**config.mk**
```make
export PLATFORM = sky130hd
export DESIGN_NAME = ccmbf_formatter
export DESIGN_NICKNAME = d
export VERILOG_FILES = /design/src/ccmbf_pkg.sv /design/src/ccmbf_formatter.sv /design/src/ccmbf_octet_packer.sv
export VERILOG_INCLUDE_DIRS = /design/src
export SDC_FILE = /design/constraint.sdc
export NUM_CORES = 2
export LEC_CHECK = 0
export BUFFER_PORTS_ARGS = -buffer_cell sky130_fd_sc_hd__buf_4
export CORE_MARGIN = 2
export CORE_UTILIZATION = 41
export DETAILED_ROUTE_END_ITERATION = 8
export PLACE_DENSITY = 0.64
export SYNTH_ARGS = -nofsm -noshare
export SYNTH_HDL_FRONTEND = slang
export SYNTH_SLANG_ARGS = --single-unit
```
**constraint.sdc**
```tcl
create_clock -name clock -period 10.2 [get_ports clock]
set_input_delay 0 -clock clock [delete_from_list [all_inputs] [get_ports clock]]
set_output_delay 0 -clock clock [all_outputs]
set_load 0.02 [all_outputs]
```
**src/ccmbf_defines.svh**
```systemverilog
`ifndef CCMBF_DEFINES_SVH
`define CCMBF_DEFINES_SVH
`define CCMBF_B0_FLAGS     8'h59
`define CCMBF_A_FLAGS      8'h01
`define CCMBF_BLOCK_OCTETS 5'h10
`define CCMBF_NONCE_OCTETS 4'hd
`define CCMBF_HDR_OCTETS   4'ha
`define CCMBF_TAG_OCTETS   4'h8
`define CCMBF_AAD_BASE     16'h000e
`define CCMBF_CTR_INIT     16'h0000
`endif

```
**src/ccmbf_pkg.sv**
```systemverilog
package ccmbf_pkg;
   typedef logic [127:0] ccmbf_block_t;
   typedef logic [103:0] ccmbf_nonce_t;
   typedef enum logic [5:0] {
      CCMBF_IDLE = 6'h01,
      CCMBF_B0   = 6'h02,
      CCMBF_B1   = 6'h04,
      CCMBF_PLD  = 6'h08,
      CCMBF_CTR  = 6'h10,
      CCMBF_DONE = 6'h20
   } ccmbf_state_t;
endpackage
```
**src/ccmbf_formatter.sv**
```systemverilog
`timescale 1ns/10ps
`include "ccmbf_defines.svh"
// Operation
// - B0: flags 0x59, nonce, encrypted length
// - encrypted length placed high octet first
// - nonce placed least significant octet first
// - B1: aad length, header, offset, reserved, zero
// - aad length placed high octet first
// - header and offset in transmission order
// - plain then encrypted payload, separate blocks
// - last block of portion zero filled
// - fill octets never go to medium
// - earliest octet leftmost in block
// - counter block: flags 0x01, nonce, counter
// - counter zero per frame, increments
// - counter high first, nonce low first
// - counter blocks make key stream
// - tag eight octets, length two octets
// - nonce: source, destination, key id, number
module ccmbf_formatter
   import ccmbf_pkg::*;
(
   input  wire logic         clock,
   input  wire logic         rst,
   input  wire logic         frame_start,
   input  wire logic [15:0]  source_device_address,
   input  wire logic [15:0]  destination_device_address,
   input  wire logic [23:0]  temporal_key_id,
   input  wire logic [47:0]  secure_frame_number,
   input  wire logic [79:0]  frame_header,
   input  wire logic [15:0]  encryption_offset,
   input  wire logic [7:0]   security_reserved,
   input  wire logic [15:0]  payload_length,
   input  wire logic         pay_valid,
   input  wire logic [7:0]   pay_data,
   output logic              pay_ready,
   input  wire logic         auth_ready,
   output logic              auth_valid,
   output ccmbf_block_t      auth_block,
   input  wire logic         ctr_ready,
   output logic              ctr_valid,
   output ccmbf_block_t      ctr_block,
   output logic              ctr_for_tag,
   output logic [3:0]        tag_octets,
   output logic              busy
);
   // =========================================================
   // frame context
   ccmbf_state_t state_reg;
   ccmbf_nonce_t nonce_reg;
   logic [79:0]  hdr_reg;
   logic [15:0]  ofs_reg;
   logic [7:0]   resv_reg;
   logic [15:0]  len_reg;
   logic [15:0]  left_reg;
   logic [15:0]  ctr_reg;
   logic [15:0]  ctr_last_reg;
   logic         in_enc_reg;
   logic         pend_reg;
   ccmbf_block_t pk_block;
   logic [4:0]   pk_count;
   logic         pk_clear;
   logic         take;
   logic         portion_end;

   // nonce octets reversed so least significant octet leads
   function automatic ccmbf_nonce_t reverse_octets(input ccmbf_nonce_t n);
      ccmbf_nonce_t r;
      r = '0;
      for (int i = 0; i < 13; i++) begin
         r[8*i +: 8] = n[8*(12-i) +: 8];
      end
      return r;
   endfunction

   always_ff @(posedge clock) begin
      if (rst) begin
         nonce_reg <= '0;
         hdr_reg   <= '0;
         ofs_reg   <= 16'h0000;
         resv_reg  <= 8'h00;
         len_reg   <= 16'h0000;
      end else if (frame_start && state_reg == CCMBF_IDLE) begin
         nonce_reg <= {source_device_address, destination_device_address,
                       temporal_key_id, secure_frame_number};
         hdr_reg   <= frame_header;
         ofs_reg   <= encryption_offset;
         resv_reg  <= security_reserved;
         len_reg   <= payload_length;
      end
   end

   // =========================================================
   // payload packing
   assign take = pay_valid && pay_ready;
   assign portion_end = (pk_count == `CCMBF_BLOCK_OCTETS) ||
                        (left_reg == 16'h0000) ||
                        (!in_enc_reg && left_reg == 16'(len_reg - ofs_reg));
   assign pk_clear = (state_reg != CCMBF_PLD) || (pend_reg && auth_ready);

   ccmbf_octet_packer u_packer (
      .clock       (clock),
      .rst         (rst),
      .clear       (pk_clear),
      .octet_valid (take),
      .octet_data  (pay_data),
      .block_reg   (pk_block),
      .count_reg   (pk_count)
   );

   always_ff @(posedge clock) begin
      if (rst) begin
         pay_ready <= 1'b0;
      end else begin
         pay_ready <= (state_reg == CCMBF_PLD) && !pend_reg && !portion_end && !take;
      end
   end

   always_ff @(posedge clock) begin
      if (rst || state_reg != CCMBF_PLD) begin
         left_reg   <= (state_reg == CCMBF_B1) ? len_reg : 16'h0000;
         in_enc_reg <= (state_reg == CCMBF_B1) && (ofs_reg == 16'h0000);
         pend_reg   <= 1'b0;
      end else begin
         if (take) begin
            left_reg <= left_reg - 16'h0001;
         end
         if (!pend_reg && !take && portion_end && pk_count != 5'h00) begin
            pend_reg <= 1'b1;
         end else if (pend_reg && auth_ready) begin
            pend_reg <= 1'b0;
            if (left_reg == 16'(len_reg - ofs_reg)) begin
               in_enc_reg <= 1'b1;
            end
         end
         if (!pend_reg && pk_count == 5'h00 && left_reg == 16'(len_reg - ofs_reg)) begin
            in_enc_reg <= 1'b1;
         end
      end
   end

   // =========================================================
   // sequencing
   always_ff @(posedge clock) begin
      if (rst) begin
         state_reg <= CCMBF_IDLE;
      end else begin
         unique case (state_reg)
            CCMBF_IDLE: if (frame_start) state_reg <= CCMBF_B0;
            CCMBF_B0:   if (auth_valid && auth_ready) state_reg <= CCMBF_B1;
            CCMBF_B1:   if (auth_valid && auth_ready) begin
               state_reg <= (len_reg == 16'h0000) ? CCMBF_CTR : CCMBF_PLD;
            end
            CCMBF_PLD:  if (left_reg == 16'h0000 && !pend_reg && pk_count == 5'h00) begin
               state_reg <= CCMBF_CTR;
            end
            CCMBF_CTR:  if (ctr_valid && ctr_ready && ctr_reg == ctr_last_reg) begin
               state_reg <= CCMBF_DONE;
            end
            CCMBF_DONE: state_reg <= CCMBF_IDLE;
         endcase
      end
   end

   // =========================================================
   // authentication block output
   always_ff @(posedge clock) begin
      if (rst) begin
         auth_valid <= 1'b0;
         auth_block <= '0;
      end else if (auth_valid && !auth_ready) begin
         auth_valid <= auth_valid;
      end else begin
         auth_valid <= 1'b0;
         if (state_reg == CCMBF_B0 && !auth_valid) begin
            auth_valid <= 1'b1;
            auth_block <= {`CCMBF_B0_FLAGS, reverse_octets(nonce_reg),
                           16'(len_reg - ofs_reg)};
         end else if (state_reg == CCMBF_B1 && !auth_valid) begin
            auth_valid <= 1'b1;
            auth_block <= {16'(`CCMBF_AAD_BASE + ofs_reg),
                           hdr_reg, ofs_reg, resv_reg, 8'h00};
         end else if (state_reg == CCMBF_PLD && !pend_reg && !take && portion_end
                      && pk_count != 5'h00) begin
            auth_valid <= 1'b1;
            auth_block <= pk_block;
         end
      end
   end

   // =========================================================
   // counter blocks
   always_ff @(posedge clock) begin
      if (rst || state_reg == CCMBF_IDLE) begin
         ctr_reg      <= `CCMBF_CTR_INIT;
         ctr_last_reg <= 16'h0000;
         ctr_valid    <= 1'b0;
         ctr_block    <= '0;
         ctr_for_tag  <= 1'b0;
      end else begin
         ctr_last_reg <= 16'((32'(len_reg - ofs_reg) + 32'd15) >> 4);
         if (state_reg == CCMBF_CTR && !ctr_valid) begin
            ctr_valid   <= 1'b1;
            ctr_block   <= {`CCMBF_A_FLAGS, reverse_octets(nonce_reg), ctr_reg};
            ctr_for_tag <= (ctr_reg == 16'h0000);
         end else if (ctr_valid && ctr_ready) begin
            ctr_valid <= 1'b0;
            ctr_reg   <= ctr_reg + 16'h0001;
         end
      end
   end

   always_ff @(posedge clock) begin
      if (rst) begin
         busy       <= 1'b0;
         tag_octets <= 4'h0;
      end else begin
         busy       <= (state_reg != CCMBF_IDLE);
         tag_octets <= `CCMBF_TAG_OCTETS;
      end
   end
endmodule

```
**src/ccmbf_octet_packer.sv**
```systemverilog
`timescale 1ns/10ps
`include "ccmbf_defines.svh"
// packs octets leftmost first into a 16-octet block, zero fills the rest
module ccmbf_octet_packer
   import ccmbf_pkg::*;
(
   input  wire logic         clock,
   input  wire logic         rst,
   input  wire logic         clear,
   input  wire logic         octet_valid,
   input  wire logic [7:0]   octet_data,
   output ccmbf_block_t      block_reg,
   output logic [4:0]        count_reg
);
   always_ff @(posedge clock) begin
      if (rst || clear) begin
         block_reg <= '0;
         count_reg <= 5'h00;
      end else if (octet_valid && count_reg < `CCMBF_BLOCK_OCTETS) begin
         block_reg[8'(8'd127 - {count_reg[3:0], 3'b000}) -: 8] <= octet_data;
         count_reg <= count_reg + 5'h01;
      end
   end
endmodule

```
==> metrics.txt <==
# TYPE chip_impl_metric gauge
chip_impl_info{name="status",value="finished, final reports clean"} 1
chip_impl_metric{name="final_antenna_net_count",unit=""} 0
chip_impl_metric{name="die_width",unit="um"} 268
chip_impl_metric{name="num_io_pins",unit=""} 503
chip_impl_metric{name="finalCriticalPeriod",unit="ns"} 5.23
chip_impl_metric{name="cts_setup_buffers",unit=""} 0
chip_impl_metric{name="postPlaceCellArea",unit="um^2"} 32500
chip_impl_metric{name="slew_headroom",unit=""} 0.270
chip_impl_metric{name="cts_resized",unit=""} 0
chip_impl_metric{name="final_layout_size_suffix_gt1_frac",unit=""} 0.162
chip_impl_metric{name="final_net_count",unit=""} 4452
chip_impl_info{name="timing.critical_path.from_type",value="register"} 1
chip_impl_metric{name="finalSetupViolCount",unit=""} 0
chip_impl_metric{name="grtUsageTotal",unit=""} 0.290
chip_impl_metric{name="path_max_fanout",unit=""} 64
chip_impl_metric{name="final_gp_congestion",unit=""} 0.905
chip_impl_metric{name="core",unit="um^2"} 68700
chip_impl_metric{name="layout_overhead_on_the_synthesized_area",unit="%"} 30.5
chip_impl_metric{name="timing.setup.tns",unit="ns"} 0
chip_impl_info{name="worstSetupEndpointType",value="register"} 1
chip_impl_metric{name="power_density",unit="nW/um^2"} 204
chip_impl_metric{name="tritoncts_buffer_count",unit=""} 75
chip_impl_metric{name="number_of_synthesized_flops_with_an_enable_pin",unit=""} 17
chip_impl_metric{name="vias",unit=""} 28300
chip_impl_info{name="unrepaired_setup_endpoints_after_global_routing",value="no"} 1
chip_impl_metric{name="net-switching-power",unit="W"} 0.00255
chip_impl_info{name="yosys_most_used_dff",value="sky130_fd_sc_hd__dfxtp_1"} 1
chip_impl_metric{name="power.internal",unit="W"} 0.00507
chip_impl_info{name="rr_endpoint",value="auth_block[119]"} 1
chip_impl_info{name="clk_root_buffer_cell",value="sky130_fd_sc_hd__clkbuf_16"} 1
chip_impl_metric{name="detailedRoute.firstIterationViolations",unit=""} 2610
chip_impl_metric{name="leakage",unit="nW"} 13.8
chip_impl_metric{name="fin_worst_skew",unit="ns"} 0.0253
chip_impl_metric{name="n_fill_cell",unit=""} 6449
chip_impl_info{name="commonest_non_fill_non_tap_cells_in_the_layout",value="928 x sky130_fd_sc_hd__nand2_1, 649 x sky130_fd_sc_hd__dfxtp_1, 637 x sky130_fd_sc_hd__a21oi_1, 526 x sky130_fd_sc_hd__buf_4, 284 x sky130_fd_sc_hd__nor2_1"} 1
chip_impl_metric{name="cts_hold_repair.buffers",unit=""} 236
chip_impl_info{name="r2r-start",value="ofs_reg[0]"} 1
chip_impl_metric{name="clkSinkCount",unit=""} 666
chip_impl_metric{name="cts_buffer_depth",unit=""} 3
chip_impl_metric{name="floorplan.die_area",unit="um^2"} 71800
chip_impl_metric{name="transition_at_the_pin_with_the_smallest_max_transition_slack",unit="ns"} 1.09
chip_impl_metric{name="synth_seq_area_share",unit=""} 0.473
chip_impl_info{name="worst_setup_path_startpoint",value="ofs_reg[0]"} 1
chip_impl_info{name="critical_path_class",value="register to register"} 1
chip_impl_metric{name="reg_area",unit="um^2"} 13500
chip_impl_metric{name="fmax",unit="MHz"} 191
chip_impl_metric{name="worstHoldPathCells",unit=""} 2
chip_impl_metric{name="htree_num_levels",unit=""} 3
chip_impl_metric{name="unique_cell_type_count_in_the_yosys_netlist",unit=""} 76
chip_impl_metric{name="grt_pass1_vias",unit=""} 26600
chip_impl_metric{name="multi_input_comb_area",unit="um^2"} 13700
chip_impl_metric{name="port_buffer_count",unit=""} 492
chip_impl_metric{name="worst_r2r_path_depth",unit=""} 15
chip_impl_metric{name="dp.cells",unit=""} 4804
chip_impl_metric{name="postSynthRegisterBits",unit=""} 666
chip_impl_metric{name="finish.utilization",unit=""} 0.542
chip_impl_metric{name="power_share_of_the_clock_group",unit=""} 0.352
chip_impl_metric{name="post-dp-hpwl",unit="um"} 74600
chip_impl_metric{name="timing.critical_path.arrival",unit="ns"} 5.74
chip_impl_info{name="cts_tree",value="done"} 1
chip_impl_metric{name="drv_slew",unit=""} 0
chip_impl_metric{name="globalRouteOverflowTotal",unit=""} 0
chip_impl_metric{name="die-height",unit="um"} 268
chip_impl_metric{name="asyncSetResetFlopFracSynth",unit=""} 0
chip_impl_metric{name="netSwitchingFraction",unit=""} 0.334
chip_impl_metric{name="ys.warnings.count",unit=""} 0
chip_impl_metric{name="power.sequential.fraction",unit=""} 0.387
chip_impl_info{name="hold_path_class",value="input pin to register"} 1
chip_impl_metric{name="initial_utilization",unit=""} 0.416
chip_impl_metric{name="power.ir.vdd_worst",unit="V"} 0.000132
chip_impl_info{name="layout.cells.most_common",value="sky130_fd_sc_hd__nand2_1"} 1
chip_impl_metric{name="fp-row-count",unit=""} 96
chip_impl_metric{name="final_cells",unit=""} 5170
chip_impl_metric{name="postRouteWirelength",unit="um"} 108000
chip_impl_metric{name="fin_worst_hold_slack",unit="ns"} 0.0363
chip_impl_metric{name="dr.pass1.iters",unit=""} 5
chip_impl_metric{name="post-route-period-util",unit=""} 0.513
chip_impl_metric{name="cp_data_required_time",unit="ns"} 10.71
chip_impl_metric{name="gate_count_after_technology_mapping",unit=""} 3651
chip_impl_metric{name="timing_hold_violations_final",unit=""} 0
chip_impl_metric{name="clock_pin_slew_worst_setup_and_hold_paths",unit="ns"} 0.06
chip_impl_metric{name="post_drt_wl_per_cell",unit="um"} 20.9
chip_impl_metric{name="drt_drc_violations_left",unit=""} 0
chip_impl_metric{name="layout.cell_area.non_filler",unit="um^2"} 37300
chip_impl_metric{name="max_cap_violation_count",unit=""} 0
chip_impl_metric{name="detail_route.vias_per_cell",unit=""} 5.48
chip_impl_metric{name="grt_max_degree",unit=""} 95
chip_impl_metric{name="clock_insertion_delay_worst_skew",unit="ns"} 0.62
chip_impl_metric{name="syn_area",unit="um^2"} 28500
chip_impl_metric{name="grt_antenna_before_repair",unit=""} 1
chip_impl_info{name="crit_path_end",value="auth_block[119]"} 1
chip_impl_metric{name="pwr-share-comb",unit=""} 0.260
chip_impl_metric{name="synth.avg_cell_area",unit="um^2"} 7.82
chip_impl_metric{name="setup.reg_to_reg.worst_slack",unit="ns"} 4.97
chip_impl_metric{name="grt_first_pass_wirelength",unit="um"} 161000
## layer usage
layer  global-route usage  share of wire  vias up
li1                     -              -    13700
met1                0.397           0.44    13500
met2                0.454           0.45      988
met3               0.0586          0.075      178
met4               0.0992          0.032        0
met5                    0              0        -
## kinds of logic (layout without fill, tap and decap cells)
kind of cell,Yosys count,in the layout,share of synthesized area
multiplexers,2,2,0.000701
AO/OA/AOI/OAI,1066,1066,0.223
AND/OR/NAND/NOR,1449,1449,0.209
XOR/XNOR,93,93,0.0300
buffers and inverters,346,924,0.0509
flip-flops,666,666,0.473
other,1,11,0.000131
adder cells (fa/ha/maj),28,28,0.0125
## stage by stage
stage	total power [W]	worst slack (ns)
2_1_floorplan	0.00423	6.27
3_3_place_gp	0.00488	5.14
3_5_place_dp	0.00488	5.06
4_1_cts	0.00764	5.05
5_1_grt	0.00795	4.72
6_report	0.00762	4.97
## synthesized netlist by cell type, types with 38 or more instances
cell | instances | area (um^2)
sky130_fd_sc_hd__nand3_1 | 43 | 215
sky130_fd_sc_hd__a31o_1 | 86 | 753
sky130_fd_sc_hd__o21ai_0 | 52 | 260
sky130_fd_sc_hd__xnor2_1 | 52 | 455
sky130_fd_sc_hd__nor3_1 | 49 | 245
sky130_fd_sc_hd__nor2_1 | 287 | 1080
sky130_fd_sc_hd__xor2_1 | 38 | 333
sky130_fd_sc_hd__a21oi_1 | 637 | 3190
sky130_fd_sc_hd__dfxtp_1 | 649 | 13000
sky130_fd_sc_hd__o22ai_1 | 94 | 588
sky130_fd_sc_hd__nand2_1 | 930 | 3490
sky130_fd_sc_hd__clkbuf_1 | 258 | 968
sky130_fd_sc_hd__o211ai_1 | 99 | 743
## worst min path at each step
stage | slack, ns | endpoint | from
floorplan | 0.14 | resv_reg[6] | security_reserved[6]
global placement | 0.25 | nonce_reg[30] | secure_frame_number[30]
detailed placement | 0.26 | len_reg[1] | payload_length[1]
CTS | 0.01 | nonce_reg[14] | rst
global route | 0.06 | nonce_reg[9] | rst
finish | 0.04 | nonce_reg[15] | rst
## power by group through the flow
stage / clock [W] / sequential (W) / combinational, W
5_1_grt: 0.00284 / 0.00297 / 0.00214
3_3_place_gp: 0 / 0.00300 / 0.00189
4_1_cts: 0.00273 / 0.00295 / 0.00196
6_report: 0.00268 / 0.00295 / 0.00198
2_1_floorplan: 0 / 0.00300 / 0.00123
3_5_place_dp: 0 / 0.00300 / 0.00188
## area by class of cell
cell class / count / area share
multi-input cells: 2648 / 0.368
repair buffers: 763 / 0.170
flip-flops and latches: 666 / 0.362
clock inverters: 20 / 0.00638
clock buffers: 109 / 0.0590
diodes: 1 / 0.0000671
inverters: 32 / 0.00339
well taps: 931 / 0.0313
## worst max-delay path, stage by stage (launching register included)
cell	delay [ns]
sky130_fd_sc_hd__dfxtp_1	0.42
sky130_fd_sc_hd__ha_1	0.17
sky130_fd_sc_hd__inv_1	0.05
sky130_fd_sc_hd__fa_1	0.46
sky130_fd_sc_hd__a211oi_4	0.37
sky130_fd_sc_hd__o21ai_1	0.23
sky130_fd_sc_hd__a21oi_1	0.37
sky130_fd_sc_hd__a211oi_1	0.08
sky130_fd_sc_hd__or3_1	0.41
sky130_fd_sc_hd__or4_1	0.57
sky130_fd_sc_hd__nor4_2	0.46
sky130_fd_sc_hd__a2bb2oi_2	0.16
sky130_fd_sc_hd__buf_4	0.28
sky130_fd_sc_hd__nor2_4	0.23
sky130_fd_sc_hd__buf_4	0.40
sky130_fd_sc_hd__a31o_2	0.35
No activity file was read; power rests on OpenSTA's default activity.
